===== src/common/crc_pkg.sv =====
/*
 * Shared constants and carriers for the byte-fed CRC engine with
 * automatic flash sector scan.
 * Assumes an 8-bit special function register bus clocked by mclk and
 * a byte-wide flash read port owned by the same clock domain.
 */
package crc_pkg;

    // ------------------------------------------------------------
    // Register addresses
    // ------------------------------------------------------------
    localparam logic [7:0] CRC_CONTROL_ADDR    = 8'h91; // control
    localparam logic [7:0] CRC_BYTE_INPUT_ADDR = 8'h94; // data in
    localparam logic [7:0] CRC_AUTO_CTRL_ADDR  = 8'h96; // auto control
    localparam logic [7:0] CRC_SECTOR_CNT_ADDR = 8'h97; // sector count
    localparam logic [7:0] CRC_RESULT_ADDR     = 8'hd9; // result port

    // ------------------------------------------------------------
    // Field positions
    // ------------------------------------------------------------
    localparam int CTL_SEL_BIT    = 4;  // polynomial_select
    localparam int CTL_INIT_BIT   = 3;  // result_initialise
    localparam int CTL_VAL_BIT    = 2;  // set_value_select
    localparam int AUTO_EN_BIT    = 7;  // automatic_enable
    localparam int AUTO_CPT_BIT   = 6;  // completion_flag
    localparam int AUTO_RSVD_BIT  = 5;  // reserved, reads zero
    localparam int ST_W           = 5;  // start_sector width
    localparam int CNT_W          = 6;  // sector_count width

    // ------------------------------------------------------------
    // Polynomials, seeds, sizes, reset values
    // ------------------------------------------------------------
    localparam logic [15:0] POLY16       = 16'h1021;
    localparam logic [31:0] POLY32_REFL  = 32'hedb88320;
    localparam logic [31:0] SEED_ZEROS   = 32'h00000000;
    localparam logic [31:0] SEED_ONES    = 32'hffffffff;
    localparam int          SECTOR_SHIFT = 9;   // 512-byte sectors
    localparam int          FADDR_W      = 17;  // scan address width
    localparam int          FIFO_DEPTH   = 8;
    localparam int          FIFO_WIDTH   = 8;
    localparam logic [7:0]  CTL_RESET    = 8'h00;
    localparam logic        CPT_RESET    = 1'b1;

    // ------------------------------------------------------------
    // Carriers and states
    // ------------------------------------------------------------
    typedef struct packed {
        logic       wr;     // one-cycle write strobe
        logic       rd;     // one-cycle read strobe
        logic [7:0] addr;   // register address
        logic [7:0] wdata;  // write data
    } crc_sfr_req_t;

    typedef enum logic [1:0] {
        SCAN_IDLE = 2'b00,
        SCAN_REQ  = 2'b01,
        SCAN_WAIT = 2'b10,
        SCAN_TAIL = 2'b11
    } crc_scan_t;

endpackage


===== src/crc_engine.sv =====
/*
 * CRC engine top module and its fetch FIFO.
 * Assumes register strobes and flash answers are synchronous to mclk,
 * and that the processor honours cpu_stall while a scan runs.
 */
`timescale 1ns/1ps

// ----------------------------------------------------------------
// Byte FIFO between flash fetch and CRC folding
// ----------------------------------------------------------------
module crc_fifo #(
    parameter int WIDTH = 8,
    parameter int DEPTH = 8
) (
    input  wire logic             mclk,      // system clock
    input  wire logic             nrst,      // async reset, low
    input  wire logic             in_valid,  // push request
    output logic                  in_ready,  // room left
    input  wire logic [WIDTH-1:0] in_data,   // push data
    output logic                  out_valid, // data present
    input  wire logic             out_ready, // pop request
    output logic      [WIDTH-1:0] out_data   // head word
);
    localparam int AW = $clog2(DEPTH);

    logic [WIDTH-1:0] mem [DEPTH];      // storage
    logic [AW-1:0]    wr_ptr_reg;       // write index
    logic [AW-1:0]    rd_ptr_reg;       // read index
    logic [AW:0]      count_reg;        // fill level
    logic             push;             // accepted write
    logic             pop;              // accepted read

    assign in_ready  = (count_reg != (AW+1)'(DEPTH));
    assign out_valid = (count_reg != '0);
    assign push      = in_valid && in_ready;
    assign pop       = out_valid && out_ready;
    assign out_data  = mem[rd_ptr_reg];

    // Storage writes, no reset needed on data
    always_ff @(posedge mclk) begin
        if (push) begin
            mem[wr_ptr_reg] <= in_data;
        end
    end

    // Pointers and level
    always_ff @(posedge mclk or negedge nrst) begin
        if (!nrst) begin
            wr_ptr_reg <= '0;
            rd_ptr_reg <= '0;
            count_reg  <= '0;
        end else begin
            if (push) begin
                wr_ptr_reg <= (wr_ptr_reg == AW'(DEPTH-1)) ?
                              '0 : wr_ptr_reg + 1'b1;
            end
            if (pop) begin
                rd_ptr_reg <= (rd_ptr_reg == AW'(DEPTH-1)) ?
                              '0 : rd_ptr_reg + 1'b1;
            end
            // Simultaneous push and pop leaves the level unchanged
            count_reg <= count_reg + (AW+1)'(push) - (AW+1)'(pop);
        end
    end
endmodule

// Behaviour
// control bits 7:5 read zero, writes ignored
// select bit picks 32-bit or 16-bit polynomial
// writing one to initialise loads whole result
// set-value bit picks zeros or ones seed
// result pointer increments after each port access
// 32-bit mode maps pointer to four bytes
// 16-bit mode aliases pointer to two bytes
// input byte write folds into result
// result port reads or overwrites pointed byte
// control write with auto enable starts scan
// completion flag low during scan, resets high
// processor stalled for whole scan duration
// start sector times 512 is first address
// software writes zero to reserved auto bit
// 16-bit mode MSB-first with poly 0x1021
// 32-bit mode reflected with poly 0xEDB88320
// sector count sets number of sectors scanned
// result holds until initialised, overwritten or fed
// scan folds flash bytes in ascending order
module crc_engine (
    input  wire logic                 mclk,         // system clock
    input  wire logic                 nrst,         // async reset, low
    input  wire crc_pkg::crc_sfr_req_t sfr_req,     // register access
    output logic                [7:0] sfr_rdata,    // read data
    output logic                      cpu_stall,    // hold processor
    output logic                      flash_rd,     // flash read pulse
    output logic [crc_pkg::FADDR_W-1:0] flash_addr, // flash byte address
    input  wire logic                 flash_rvalid, // flash data valid
    input  wire logic           [7:0] flash_rdata   // flash data
);
    import crc_pkg::*;

    // ------------------------------------------------------------
    // Functions
    // ------------------------------------------------------------

    // One byte through the selected algorithm
    function automatic logic [31:0] crc_fold(input logic [31:0] acc,
                                             input logic [7:0]  din,
                                             input logic        sel16);
        logic [31:0] a;
        a = acc;
        if (sel16) begin
            a[15:8] = a[15:8] ^ din;
            for (int i = 0; i < 8; i++) begin
                a[15:0] = a[15] ? ({a[14:0], 1'b0} ^ POLY16)
                                : {a[14:0], 1'b0};
            end
        end else begin
            a[7:0] = a[7:0] ^ din;
            for (int i = 0; i < 8; i++) begin
                a = a[0] ? ({1'b0, a[31:1]} ^ POLY32_REFL)
                         : {1'b0, a[31:1]};
            end
        end
        return a;
    endfunction

    // Byte lane chosen by the pointer, aliased in 16-bit mode
    function automatic logic [1:0] lane_of(input logic [1:0] pnt,
                                           input logic       sel16);
        return sel16 ? {1'b0, pnt[0]} : pnt;
    endfunction

    // ------------------------------------------------------------
    // Register state
    // ------------------------------------------------------------
    logic [31:0]        result_reg;       // internal CRC result
    logic               poly_sel_reg;     // polynomial_select
    logic               val_sel_reg;      // set_value_select
    logic [1:0]         pnt_reg;          // result_byte_pointer
    logic [7:0]         input_reg;        // last input byte
    logic               auto_en_reg;      // automatic_enable
    logic [ST_W-1:0]    start_reg;        // start_sector
    logic [CNT_W-1:0]   count_reg;        // sector_count
    logic               cpt_reg;          // completion_flag
    crc_scan_t          scan_reg;         // fetch state
    logic [FADDR_W-1:0] addr_reg;         // next fetch address
    logic [FADDR_W-1:0] end_reg;          // exclusive end address

    // ------------------------------------------------------------
    // Decodes
    // ------------------------------------------------------------
    logic wr_ctl;                         // control write
    logic wr_in;                          // input byte write
    logic wr_auto;                        // auto control write
    logic wr_cnt;                         // count write
    logic wr_res;                         // result port write
    logic rd_res;                         // result port read
    logic [1:0] lane;                     // active result byte

    assign wr_ctl  = sfr_req.wr && (sfr_req.addr == CRC_CONTROL_ADDR);
    assign wr_in   = sfr_req.wr && (sfr_req.addr == CRC_BYTE_INPUT_ADDR);
    assign wr_auto = sfr_req.wr && (sfr_req.addr == CRC_AUTO_CTRL_ADDR);
    assign wr_cnt  = sfr_req.wr && (sfr_req.addr == CRC_SECTOR_CNT_ADDR);
    assign wr_res  = sfr_req.wr && (sfr_req.addr == CRC_RESULT_ADDR);
    assign rd_res  = sfr_req.rd && (sfr_req.addr == CRC_RESULT_ADDR);
    assign lane    = lane_of(pnt_reg, poly_sel_reg);

    // ------------------------------------------------------------
    // Fetch FIFO
    // ------------------------------------------------------------
    logic       fifo_in_ready;            // room for a flash byte
    logic       fifo_out_valid;           // byte waiting to fold
    logic [7:0] fifo_out_data;            // byte to fold
    logic       scan_busy;                // scan in progress

    assign scan_busy = (scan_reg != SCAN_IDLE);

    // Bytes land in arrival order, so folding stays ascending
    crc_fifo #(
        .WIDTH (FIFO_WIDTH),
        .DEPTH (FIFO_DEPTH)
    ) u_fifo (
        .mclk      (mclk),
        .nrst      (nrst),
        .in_valid  (flash_rvalid && scan_reg == SCAN_WAIT),
        .in_ready  (fifo_in_ready),
        .in_data   (flash_rdata),
        .out_valid (fifo_out_valid),
        .out_ready (scan_busy),
        .out_data  (fifo_out_data)
    );

    // ------------------------------------------------------------
    // Control register fields
    // ------------------------------------------------------------

    // Init bit is not stored: it acts and reads back zero
    always_ff @(posedge mclk or negedge nrst) begin
        if (!nrst) begin
            poly_sel_reg <= CTL_RESET[CTL_SEL_BIT];
            val_sel_reg  <= CTL_RESET[CTL_VAL_BIT];
            pnt_reg      <= CTL_RESET[1:0];
        end else if (wr_ctl) begin
            poly_sel_reg <= sfr_req.wdata[CTL_SEL_BIT];
            val_sel_reg  <= sfr_req.wdata[CTL_VAL_BIT];
            pnt_reg      <= sfr_req.wdata[1:0];
        end else if (wr_res || rd_res) begin
            pnt_reg <= pnt_reg + 2'h1;
        end
    end

    // ------------------------------------------------------------
    // Input, auto control and count registers
    // ------------------------------------------------------------
    always_ff @(posedge mclk or negedge nrst) begin
        if (!nrst) begin
            input_reg   <= 8'h00;
            auto_en_reg <= 1'b0;
            start_reg   <= '0;
            count_reg   <= '0;
        end else begin
            if (wr_in) begin
                input_reg <= sfr_req.wdata;
            end
            // Reserved bit is dropped; software keeps it zero  R14
            if (wr_auto) begin
                auto_en_reg <= sfr_req.wdata[AUTO_EN_BIT];
                start_reg   <= sfr_req.wdata[ST_W-1:0];
            end
            if (wr_cnt) begin
                count_reg <= sfr_req.wdata[CNT_W-1:0];
            end
        end
    end

    // ------------------------------------------------------------
    // Result register
    // ------------------------------------------------------------

    // Changes only on init, port write, input byte or scan byte
    always_ff @(posedge mclk or negedge nrst) begin
        if (!nrst) begin
            result_reg <= SEED_ZEROS;
        end else if (scan_busy && fifo_out_valid) begin
            result_reg <= crc_fold(result_reg, fifo_out_data,
                                   poly_sel_reg);
        end else if (wr_ctl && sfr_req.wdata[CTL_INIT_BIT]) begin
            // Seed chosen by the value written in the same cycle
            result_reg <= sfr_req.wdata[CTL_VAL_BIT] ? SEED_ONES
                                                     : SEED_ZEROS;
        end else if (wr_in) begin
            result_reg <= crc_fold(result_reg, sfr_req.wdata,
                                   poly_sel_reg);
        end else if (wr_res) begin
            result_reg[lane*8 +: 8] <= sfr_req.wdata;
        end else begin
            result_reg <= result_reg;
        end
    end

    // ------------------------------------------------------------
    // Automatic scan sequencer
    // ------------------------------------------------------------

    // One read in flight at a time; a full FIFO holds off requests
    always_ff @(posedge mclk or negedge nrst) begin
        if (!nrst) begin
            scan_reg <= SCAN_IDLE;
            addr_reg <= '0;
            end_reg  <= '0;
            cpt_reg  <= CPT_RESET;
        end else begin
            case (scan_reg)
                SCAN_IDLE: begin
                    if (wr_ctl && auto_en_reg) begin
                        addr_reg <= FADDR_W'(start_reg) << SECTOR_SHIFT;
                        end_reg  <= (FADDR_W'(start_reg) + FADDR_W'(count_reg))
                                    << SECTOR_SHIFT;
                        cpt_reg  <= 1'b0;
                        scan_reg <= (count_reg == '0) ? SCAN_TAIL
                                                      : SCAN_REQ;
                    end
                end
                SCAN_REQ: begin
                    if (fifo_in_ready) begin
                        scan_reg <= SCAN_WAIT;
                    end
                end
                SCAN_WAIT: begin
                    if (flash_rvalid) begin
                        addr_reg <= addr_reg + 1'b1;
                        scan_reg <= (addr_reg + 1'b1 == end_reg) ? SCAN_TAIL
                                                                 : SCAN_REQ;
                    end
                end
                SCAN_TAIL: begin
                    // Wait for the last queued bytes to fold
                    if (!fifo_out_valid) begin
                        cpt_reg  <= 1'b1;
                        scan_reg <= SCAN_IDLE;
                    end
                end
                default: begin
                    scan_reg <= SCAN_IDLE;
                end
            endcase
        end
    end

    // ------------------------------------------------------------
    // Outputs
    // ------------------------------------------------------------
    assign cpu_stall  = scan_busy;
    assign flash_rd   = (scan_reg == SCAN_REQ) && fifo_in_ready;
    assign flash_addr = addr_reg;

    // Registered read data; unmapped addresses read zero
    always_ff @(posedge mclk or negedge nrst) begin
        if (!nrst) begin
            sfr_rdata <= 8'h00;
        end else if (sfr_req.rd) begin
            case (sfr_req.addr)
                CRC_CONTROL_ADDR:
                    sfr_rdata <= {3'h0, poly_sel_reg, 1'b0,
                                  val_sel_reg, pnt_reg};
                CRC_BYTE_INPUT_ADDR:
                    sfr_rdata <= input_reg;
                CRC_AUTO_CTRL_ADDR:
                    sfr_rdata <= {auto_en_reg, cpt_reg, 1'b0, start_reg};
                CRC_SECTOR_CNT_ADDR:
                    sfr_rdata <= {2'h0, count_reg};
                CRC_RESULT_ADDR:
                    sfr_rdata <= result_reg[lane*8 +: 8];
                default:
                    sfr_rdata <= 8'h00;
            endcase
        end
    end
endmodule


===== config.mk =====
export PLATFORM = sky130hd
export DESIGN_NAME = crc_engine
export DESIGN_NICKNAME = d
export VERILOG_FILES = /design/src/common/crc_pkg.sv /design/src/crc_engine.sv
export SDC_FILE = /design/constraint.sdc
export NUM_CORES = 1
export LEC_CHECK = 0
export BUFFER_PORTS_ARGS = -buffer_cell sky130_fd_sc_hd__clkbuf_2
export CAP_MARGIN = 0
export CORE_MARGIN = 1.5
export CORE_UTILIZATION = 60
export CTS_CLUSTER_SIZE = 40
export DETAILED_ROUTE_END_ITERATION = 10
export PLACE_DENSITY = 0.78
export SYNTH_ARGS = -nofsm -noshare
export SYNTH_HDL_FRONTEND = slang
export SYNTH_SLANG_ARGS = --single-unit

===== constraint.sdc =====
create_clock -name mclk -period 4.1 [get_ports mclk]
set_clock_uncertainty 0.2 [all_clocks]
set_input_delay 0.205 -clock mclk [delete_from_list [all_inputs] [get_ports mclk]]
set_output_delay 0.205 -clock mclk [all_outputs]
set_load 0.05 [all_outputs]

Word-level counts from Yosys, hierarchy flattened
Memories as Yosys holds them, arrays and structs flattened.
Index checks and enable logic that the tools add are counted.
{ "word_totals": {"register_bits": 102, "mem_bits_rw": 64, "output_inout_bits": 27, "wordCells": 172, "n_memories": 1} }
{ "classes": {"add_sub_neg": 8, "n_eq_ne": 18, "n_shift": 3, "n_mux": 63, "bitwise": 36, "n_reduce_logical": 26} }
{ "mem_list": {"columns": ["memory", "depth", "width", "rd", "rd_clocked_by_memory_dff", "wr", "line", "text"], "rows": [
  ["u_fifo.mem", 8, 8, 1, 0, 1, "crc_engine.sv:26", "logic [WIDTH-1:0] mem [DEPTH];"]
]} }
{ "ops": {"columns": ["cell", "count"], "rows": [
  ["two-way mux 32 bit", 21],
  ["NOT 13 -> 14 bit", 16],
  ["two-way mux 13 bit", 16],
  ["two-way mux 16 bit", 4],
  ["NOT 3 bit", 16],
  ["== test 8 bit, second input constant", 5],
  ["case mux 8 bit (5 select lines)", 1],
  ["two-way mux 17 bit", 2],
  ["negation 5 -> 34 bit", 1],
  ["case mux 17 bit (2 select lines)", 1],
  ["variable shift 8 x 34 -> 32 bit, first input constant", 1],
  ["indexed part select 8 x 34 -> 32 bit", 1],
  ["bitwise mux 32 bit", 1],
  ["indexed part select 32 x 6 -> 8 bit", 1],
  ["bitwise XOR 8 bit", 4],
  ["two-way mux 2 bit", 9],
  ["adder 17 x 1 -> 17 bit, second input constant", 1],
  ["== test 17 bit", 1],
  ["logical AND 1 bit", 12],
  ["inequality test 2 bit, second input constant", 5],
  ["AND reduction 3 bit", 3],
  ["case mux 2 bit (4 select lines)", 1],
  ["nonzero test 2 bit", 4],
  ["nonzero test 4 bit", 2],
  ["18 further kinds", 25]
]} }

Depth between registers and ports, before layout
Gate-level depths: netlist (run 1).
{ "depth": {"depth_word": 21, "depth_mapped": 12, "ltp_nobuf": 10} }

Cells and area by module
From an unflattened synthesis (run 1), not the netlist that was laid out.
{ "unflattened": {"cells_unflattened": 1063, "area_unflattened_um2": 11162.0} }
{ "by_module_without_submodules": {"columns": ["module", "instances", "cells_each", "area_each_um2", "seq_area_each_um2"], "rows": [
  ["crc_engine", 1, 914, 8070.2, 2278.4],
  ["crc_fifo", 1, 149, 3091.7, 2172.1]
]} }

Worst setup path before layout (run 1)
No wires, ideal clock.
{ "synth_timing": {"path_kind": "register to register", "startpoint": "reg pnt_reg[0]", "endpoint": "reg result_reg[23]", "setup_ns": 0.069, "t_arrival_ns": 2.750, "t_required_ns": 3.831, "path_slack_ns": 1.081, "path_stages_with_launch": 12, "n_path_buf": 2, "synth_period_minus_slack_ns": 3.019, "path_cell_list": "dfrtp_1 -> clkbuf_1 -> clkbuf_1 -> inv_1 -> ha_1 -> nand2_1 -> nor3_1 -> o211a_1 -> nand2_1 -> o211ai_1 -> or4b_1 -> nand3_1"} }
{ "synth_via": {"elab_chain_cells": 8} }
{ "synth_lines": {"columns": ["element", "line", "text"], "rows": [
  ["start, declared", "crc_engine.sv:138", "logic [1:0] pnt_reg;"],
  ["start signal, assigned", "crc_engine.sv:201", "pnt_reg <= CTL_RESET[1:0];"],
  ["start signal, assigned", "crc_engine.sv:205", "pnt_reg <= sfr_req.wdata[1:0];"],
  ["start signal, assigned", "crc_engine.sv:207", "pnt_reg <= pnt_reg + 2'h1;"],
  ["two-way mux 2 bit (*)", "crc_engine.sv:129", "return sel16 ? {1'b0, pnt[0]} : pnt;"],
  ["negation 5 -> 34 bit (*)", "crc_engine.sv:254", "result_reg[lane*8 +: 8] <= sfr_req.wdata;"],
  ["indexed part select 8 x 34 -> 32 bit / variable shift 8 x 34 -> 32 bit (equally long branches)", "crc_engine.sv:254", null],
  ["bitwise mux 32 bit (*)", "crc_engine.sv:254", null],
  ["two-way mux 32 bit (*)", "crc_engine.sv:253", "end else if (wr_res) begin"],
  ["two-way mux 32 bit (*)", "crc_engine.sv:250", "end else if (wr_in) begin"],
  ["two-way mux 32 bit (*)", "crc_engine.sv:246", "end else if (wr_ctl && sfr_req.wdata[CTL_INIT_BIT]) begin"],
  ["two-way mux 32 bit (*)", "crc_engine.sv:243", "end else if (scan_busy && fifo_out_valid) begin"],
  ["end signal, assigned", "crc_engine.sv:244", "result_reg <= crc_fold(result_reg, fifo_out_data,"],
  ["end signal, assigned", "crc_engine.sv:251", "result_reg <= crc_fold(result_reg, sfr_req.wdata,"],
  ["end signal, assigned by index", "crc_engine.sv:254", null],
  ["end, declared", "crc_engine.sv:135", "logic [31:0] result_reg;"]
]} }
Mark *: on every way between the ends. The rest lies on a longest branch, timed or not. The select of a mux whose other input is x is not followed.
A chain may end at the register's enable or synchronous reset.

Worst setup path in the final report (run 1)
{ "layout_timing": {"startpoint": "reg u_fifo.rd_ptr_reg[0]", "endpoint": "reg result_reg[18]"} }
{ "layout_via": {"elab_chain_cells": 16} }
{ "layout_lines": {"columns": ["element", "line", "text"], "rows": [
  ["start, declared", "crc_engine.sv:28", "logic [AW-1:0] rd_ptr_reg;"],
  ["start signal, assigned", "crc_engine.sv:58", "rd_ptr_reg <= (rd_ptr_reg == AW'(DEPTH-1)) ?"],
  ["memory read (8 x 8 bit) (*)", null, null],
  ["bitwise XOR 8 bit (*)", "crc_engine.sv:117", "a[7:0] = a[7:0] ^ din;"],
  ["two-way mux 32 bit (*) (2 in series)", "crc_engine.sv:119", "a = a[0] ? ({1'b0, a[31:1]} ^ POLY32_REFL)"],
  ["NOT 13 -> 14 bit (no line)", null, null],
  ["two-way mux 32 bit (*) (2 in series)", "crc_engine.sv:119", null],
  ["NOT 13 -> 14 bit (no line)", null, null],
  ["two-way mux 32 bit (*)", "crc_engine.sv:119", null],
  ["NOT 13 -> 14 bit (no line)", null, null],
  ["two-way mux 32 bit (*)", "crc_engine.sv:119", null],
  ["NOT 13 -> 14 bit (no line)", null, null],
  ["two-way mux 32 bit (*) (2 in series)", "crc_engine.sv:119", null],
  ["two-way mux 16 bit (*)", "crc_engine.sv:110", "if (sel16) begin"],
  ["two-way mux 32 bit (*)", "crc_engine.sv:243", null],
  ["end signal, assigned", "crc_engine.sv:244", null],
  ["end signal, assigned", "crc_engine.sv:248", "result_reg <= sfr_req.wdata[CTL_VAL_BIT] ? SEED_ONES"],
  ["end signal, assigned", "crc_engine.sv:251", null]
]} }
Marked as above.

==> results of run 1 <==
per-stage QoR:
step           worst slack (ps)  std cells
2_1_floorplan              1080       1067
6_report                    653       1363
5_1_grt                     480       1363
4_1_cts                     622       1363
3_5_place_dp                650       1315
3_3_place_gp                764       1315
final cells by class:
type,instances,share of cell area [%]
repair buffers,100,5.18
multi-input cells,799,51.4
well taps,234,2.31
clock inverters,15,1.61
flip-flops and latches,165,35.1
clock buffers,17,3.36
inverters,33,0.978
kinds of logic after synthesis:
family                   after synthesis  synth area share (%)
AND/OR/NAND/NOR                      263                  10.9
AO/OA/AOI/OAI                        238                  13.6
XOR/XNOR                             199                  20.0
flip-flops                           165                  39.1
buffers and inverters                103                  3.60
multiplexers                          73                  9.86
adder cells (fa/ha/maj)               26                  2.99
layer usage:
metal  track usage [%]  wire, um  vias up
met5                 0         0        -
met3              6.76      2680      124
li1                  -         -     3960
met2              50.2     14300      484
met4              15.8      1440        0
met1              42.5     12200     4350
worst register-to-register path: cells and delay by family (launching register included):
family,cells,cell delay (ps)
AO/OA/AOI/OAI,1,140
XOR/XNOR,3,1210
buffers and inverters,1,300
flip-flops,1,590
multiplexers,2,830
AND/OR/NAND/NOR,1,100
cells in the final DEF (no fill, tap or decap), types with 12 or more instances in the layout:
| cell | synthesis | routed |
|---|---|---|
| nand3_1 | 21 | 21 |
| clkbuf_16 | 0 | 17 |
| mux2i_1 | 27 | 27 |
| dlygate4sd3_1 | 0 | 16 |
| dfrtp_1 | 100 | 100 |
| xnor2_1 | 110 | 110 |
| a31oi_1 | 13 | 13 |
| o31ai_1 | 12 | 12 |
| edfxtp_1 | 64 | 64 |
| buf_4 | 1 | 30 |
| nor2_1 | 52 | 51 |
| xor2_1 | 47 | 47 |
| nor3_1 | 15 | 14 |
| xnor3_1 | 18 | 18 |
| inv_1 | 31 | 31 |
| ha_1 | 24 | 24 |
| o21ai_0 | 64 | 64 |
| mux2_2 | 16 | 16 |
| mux4_2 | 23 | 23 |
| clkbuf_2 | 0 | 54 |
| nand2_1 | 105 | 105 |
| a21oi_1 | 49 | 49 |
| a221oi_1 | 14 | 14 |
cell usage after synthesis (4+ instances only):
library cell,instances
a211oi_1,6
a21o_1,11
a21oi_1,49
a221o_1,5
a221oi_1,14
a22o_1,10
a22oi_1,4
a31oi_1,13
and3_1,9
buf_1,6
clkbuf_1,58
dfrtp_1,100
edfxtp_1,64
ha_1,24
inv_1,31
mux2_2,16
mux2i_1,27
mux2i_4,5
mux4_2,23
nand2_1,105
nand2b_1,8
nand3_1,21
nand3b_1,6
nand4_1,8
nor2_1,52
nor2b_1,9
nor3_1,15
nor4_1,7
o211ai_1,8
o21ai_0,64
o21ai_1,6
o22ai_1,9
o31ai_1,12
or3_1,7
xnor2_1,110
xnor2_2,11
xnor3_1,18
xor2_1,47
xor3_1,9
how the worst max path moves through the flow:
stage / from / end / depth (start not counted)
after detailed placement: u_fifo.rd_ptr_reg[0]$_DFFE_PN0P_ / result_reg[18]$_DFFE_PN0P_ / 8
after floorplan: pnt_reg[0]$_DFFE_PN0P_ / result_reg[23]$_DFFE_PN0P_ / 11
after CTS: u_fifo.rd_ptr_reg[0]$_DFFE_PN0P_ / result_reg[18]$_DFFE_PN0P_ / 8
after global routing: u_fifo.rd_ptr_reg[0]$_DFFE_PN0P_ / result_reg[17]$_DFFE_PN0P_ / 8
final: u_fifo.rd_ptr_reg[0]$_DFFE_PN0P_ / result_reg[18]$_DFFE_PN0P_ / 8
after global placement: u_fifo.rd_ptr_reg[0]$_DFFE_PN0P_ / result_reg[17]$_DFFE_PN0P_ / 8
what timing repair did:
item | 4_1_cts | 5_1_grt
hold endpoints to repair | 150 | 0
hold buffers | 16 | 0
setup endpoints to repair | 0 | 0
==> results.cfg, run 1 <==
[outcome]
status = finished clean

[yosys]
synth-async-reset-ratio_pct = 61.2
synth_cell_types = 79
syn-num-nets = 1122
synth_seq_cells = 165
synth-seq-area-share_pct = 39.1
synth_area_um2 = 11400
avgSynthCellArea_um2 = 10.7
synth_top_area_share_pct = 22.0
synth_area_leader_cell = dfrtp_1
synth_enable_flop_cells = 64
synth_cells = 1067
synth_warnings = 0
yosys-top-cells-area = dfrtp_1 (22%), edfxtp_1 (17%), xnor2_1 (8.5%)
synth_flop_cell = dfrtp_1

[clock_tree]
post_cts_resize_count = 0
clkSlewWorstSetupHoldPaths_ps = 80
htreeDepth = 4
tritoncts = done
clock_latency_ps = 450
clock_path_buffers = 2
cts-root-buf = clkbuf_16
cts_setup_buffers = 0
clock-sinks = 165
cts_buffers = 17

[route]
via_per_inst = 6.54
wl_mm = 30.6
firstDrtPassIters = 6
via_count = 8918
antenna_left = 0
wl_per_cell_um = 22.4
drt_iter0_drc = 838
drc = 0

[sta]
finalHoldViolCount = 0
fmax_mhz = 290
setup_violations = 0
maxSlewHeadroom_pct = 14.9
timing.final.crit_share_pct = 84.1
fin_setup_tns_ps = 0
holdWs_ps = 27.9
rsz0062_at_grt = false
finalCriticalPeriod_ps = 3450
worst_pin_slew_ps = 1270
drv_slew = 0

[placed_design]
port_buffers = 55
dp_hpwl_mm = 21.7
place_area_um2 = 11900
routabilityCongestion = 1.01

[grt]
gr-total-overflow = 0
antenna_found_initial = 0
grt_start_max_net_pins = 77
grt_use_total_pct = 32.0
grt_pass1_vias = 8567
grt_pass1_wl_mm = 47.8

[layout]
multi_input_area_um2 = 6520
largest_reg_flops = 64
fin_area_um2 = 12700
flow.area_growth_from_synthesis_pct = 11.4
utilization_pct = 68.0
diodes = 0
final_layout_size_suffix_gt1_share_pct = 16.5
regArea_um2 = 4450
fin_nets = 1171
num-fill-cells = 1390

[critical_path]
end_kind = register
critPathRequiredTime_ps = 4280
worst-r2r-cell-count = 8
critPathTopFamily = XOR/XNOR gates
critPathSlowestCell = dfrtp_1
arrival_ps = 3630
critPathLaunchType = register
r2r-end = result_reg[18]$_DFFE_PN0P_
cp_max_fo = 8
worstPathCellList = buf_4, mux4_2, mux2i_2, xor2_2, xnor2_2, xor3_1, nor2_1, o22a_1
rr_startpoint = u_fifo.rd_ptr_reg[0]$_DFFE_PN0P_
worst-setup-path-type = reg2reg
r2r_slack_ps = 650
critical_path_buf_inv_count = 1
max_stage_delay_ps = 590

[floorplan]
rows = 50
pin_count = 56
die_h_um = 141
die-area_um2 = 19800
start_util_pct = 61.0
core-area_um2 = 18600
chipWidth_um = 141

[job]
cap_viol_max_count = 0

[min_path]
hold_path.startpoint = sfr_req[0]
hold_path_end = input_reg[0]$_DFFE_PN0P_
holdPathStages = 3
min_path_type = in2reg
Power of run 1 is left out: the tool's default activity adds up to more than one toggle a clock period on the data nets, which glitch-free logic cannot reach.
==> run 2: changes to the inputs <==
- CORE_UTILIZATION: 60 -> 57
- clock period: 4.1 -> 3 ns (I/O delays scaled with it)
==> run 2 against run 1 <==
  * The flow now finishes with violations (negative setup slack)
  * Sequential share of layout area fell by 2.2 points
  * Via count rose by 6.1%
  * Die area rose by 5.1%
  * Maximum frequency rose by 12%
  * Clock-buffer cell count did not move
  * Global-route usage rose by 0.65 points
  * Hold slack improved by 5.0 ps
  * Cell area rose by 6.7%
  * Routed wire length rose by 9.7%
  * Non-clock buffer count rose by 79
==> results.cfg, run 2 (same netlist as run 1, synthesis figures left out) <==
[clock_tree]
tritoncts = done
clkSlewWorstSetupHoldPaths_ps = 80
cts-root-buf = clkbuf_16
clock_path_buffers = 2
clock_latency_ps = 450
clock-sinks = 165
cts_buffers = 17
htreeDepth = 4

[layout]
mostFrequentLayoutCells = xnor2_1 (107), nand2_1 (105), buf_4 (100)
flow.area_growth_from_synthesis_pct = 18.9
final_layout_size_suffix_gt1_share_pct = 22.6
fin_nets = 1250
largest_reg_flops = 64
layout_commonest_cell = xnor2_1
num-fill-cells = 1395
fin_area_um2 = 13500

[placed_design]
place_area_um2 = 12500
port_buffers = 55
dp_hpwl_mm = 23.1
routabilityCongestion = 1.03

[sta]
finalCriticalPeriod_ps = 3090
timing.final.crit_share_pct = 103
finalHoldViolCount = 0
holdWs_ps = 32.9
worst_pin_slew_ps = 822
maxSlewHeadroom_pct = 44.6
fmax_mhz = 324
fin_ws_ps = -87.7
rsz0062_at_grt = true
setup_violations = 2
drv_slew = 0

[route]
wl_per_cell_um = 22.8
via_count = 9458
via_per_inst = 6.42
firstDrtPassIters = 9
wl_mm = 33.6
antenna_left = 0
drt_iter0_drc = 1107
drc = 0

[grt]
gr-total-overflow = 0
antenna_found_initial = 0
grt_pass1_vias = 9158
grt_use_total_pct = 32.6
grt_pass1_wl_mm = 50.2
grt_start_max_net_pins = 47

[critical_path]
crit_start = u_fifo.rd_ptr_reg[1]$_DFFE_PN0P_
critPathTopFamily = XOR/XNOR gates
critPathRequiredTime_ps = 3140
worstPathCellList = buf_12, mux4_2, mux2i_4, xnor2_4, xnor2_1, xnor2_2, xnor2_1, a221oi_1
critPathSlowestCell = xnor2_1
worst_path_most_repeated_cell = xnor2_1
cp_max_fo = 9
worst-setup-path-type = reg2reg
end_kind = register
r2r-end = result_reg[21]$_DFFE_PN0P_
rr_startpoint = u_fifo.rd_ptr_reg[1]$_DFFE_PN0P_
critPathLaunchType = register
max_stage_delay_ps = 580
arrival_ps = 3220
r2r_slack_ps = -90
worst-r2r-cell-count = 8
critical_path_buf_inv_count = 1

[floorplan]
die-area_um2 = 20800
start_util_pct = 58.2
rows = 51
chipWidth_um = 144
pin_count = 56
core-area_um2 = 19500
die_h_um = 144

[min_path]
min_path_type = in2reg
hold_path.startpoint = flash_rvalid
holdPathStages = 4
hold_path_end = flash_addr[3]$_DFFE_PN0P_

[outcome]
failed_checks = negative setup slack
status = complete, but fails checks

[job]
cap_viol_max_count = 0
==> run 2: cell count changes in the layout (fill, tap and decap cells not counted), sizes merged <==
cell / delta
clkinv: +1
inv: -1
diode: +1
buf: +76
clkbuf: +1
dlygate4sd3: +2
==> run 2: worst register-to-register path, cell delays in order (launching register included) <==
cell and delay, ps:
dfrtp_2 410, buf_12 160, mux4_2 530, mux2i_4 260, xnor2_4 160, xnor2_1 580, xnor2_2 180, xnor2_1 170
a221oi_1 320
==> run 2: final cells by class <==
type / count / area [um^2] / share of cell area, %
multi-input combinational: 799 / 6660 / 49.2
antenna: 1 / 2.50 / 0.0185
clock buffer: 17 / 425 / 3.15
timing repair buffer: 179 / 1340 / 9.89
sequential: 165 / 4450 / 32.9
inverter: 33 / 124 / 0.916
tap: 265 / 332 / 2.45
clock inverter: 15 / 189 / 1.40
==> run 2: worst max-delay path by stage <==
| stage | to | slack, ps | cells past startpoint |
|---|---|---|---|
| after floorplan | result_reg[25]$_DFFE_PN0P_ | 20 | 9 |
| after global placement | result_reg[17]$_DFFE_PN0P_ | -9 | 8 |
| after detailed placement | result_reg[18]$_DFFE_PN0P_ | -90 | 8 |
| after CTS | result_reg[21]$_DFFE_PN0P_ | 3 | 9 |
| after global routing | result_reg[21]$_DFFE_PN0P_ | -150 | 8 |
| final | result_reg[21]$_DFFE_PN0P_ | -90 | 8 |
==> run 2: repair_timing <==
item / CTS / global route
gates resized for setup: 6 / 14
setup buffers: 1 / 10
setup endpoints to repair: 10 / 22
hold endpoints to repair: 131 / 0
pin swaps: 2 / 10
hold buffers: 18 / 0
gates cloned: 0 / 1
==> run 2: per-stage QoR <==
step	setup WS, ps	util (%)	setup TNS, ps	instances
after detailed placement	-89.7	63.9	-276	1411
after CTS	3.43	68.2	0	1462
after global routing	-152	69.2	-575	1473
after global placement	-8.58	63.9	-8.58	1411
final	-87.7	69.2	-149	1474
after floorplan	15.5	-	0	1067
==> run 2: per-layer routing <==
layer  track usage [%]  part of all wire, %  vias to the layer above
met1              41.4                   38                     4593
met5                 0                    0                        -
met4              16.7                  4.6                        0
met3              7.81                   11                      122
met2              52.2                   47                      619
li1                  -                    -                     4124
Power of run 2 is left out for the same reason.
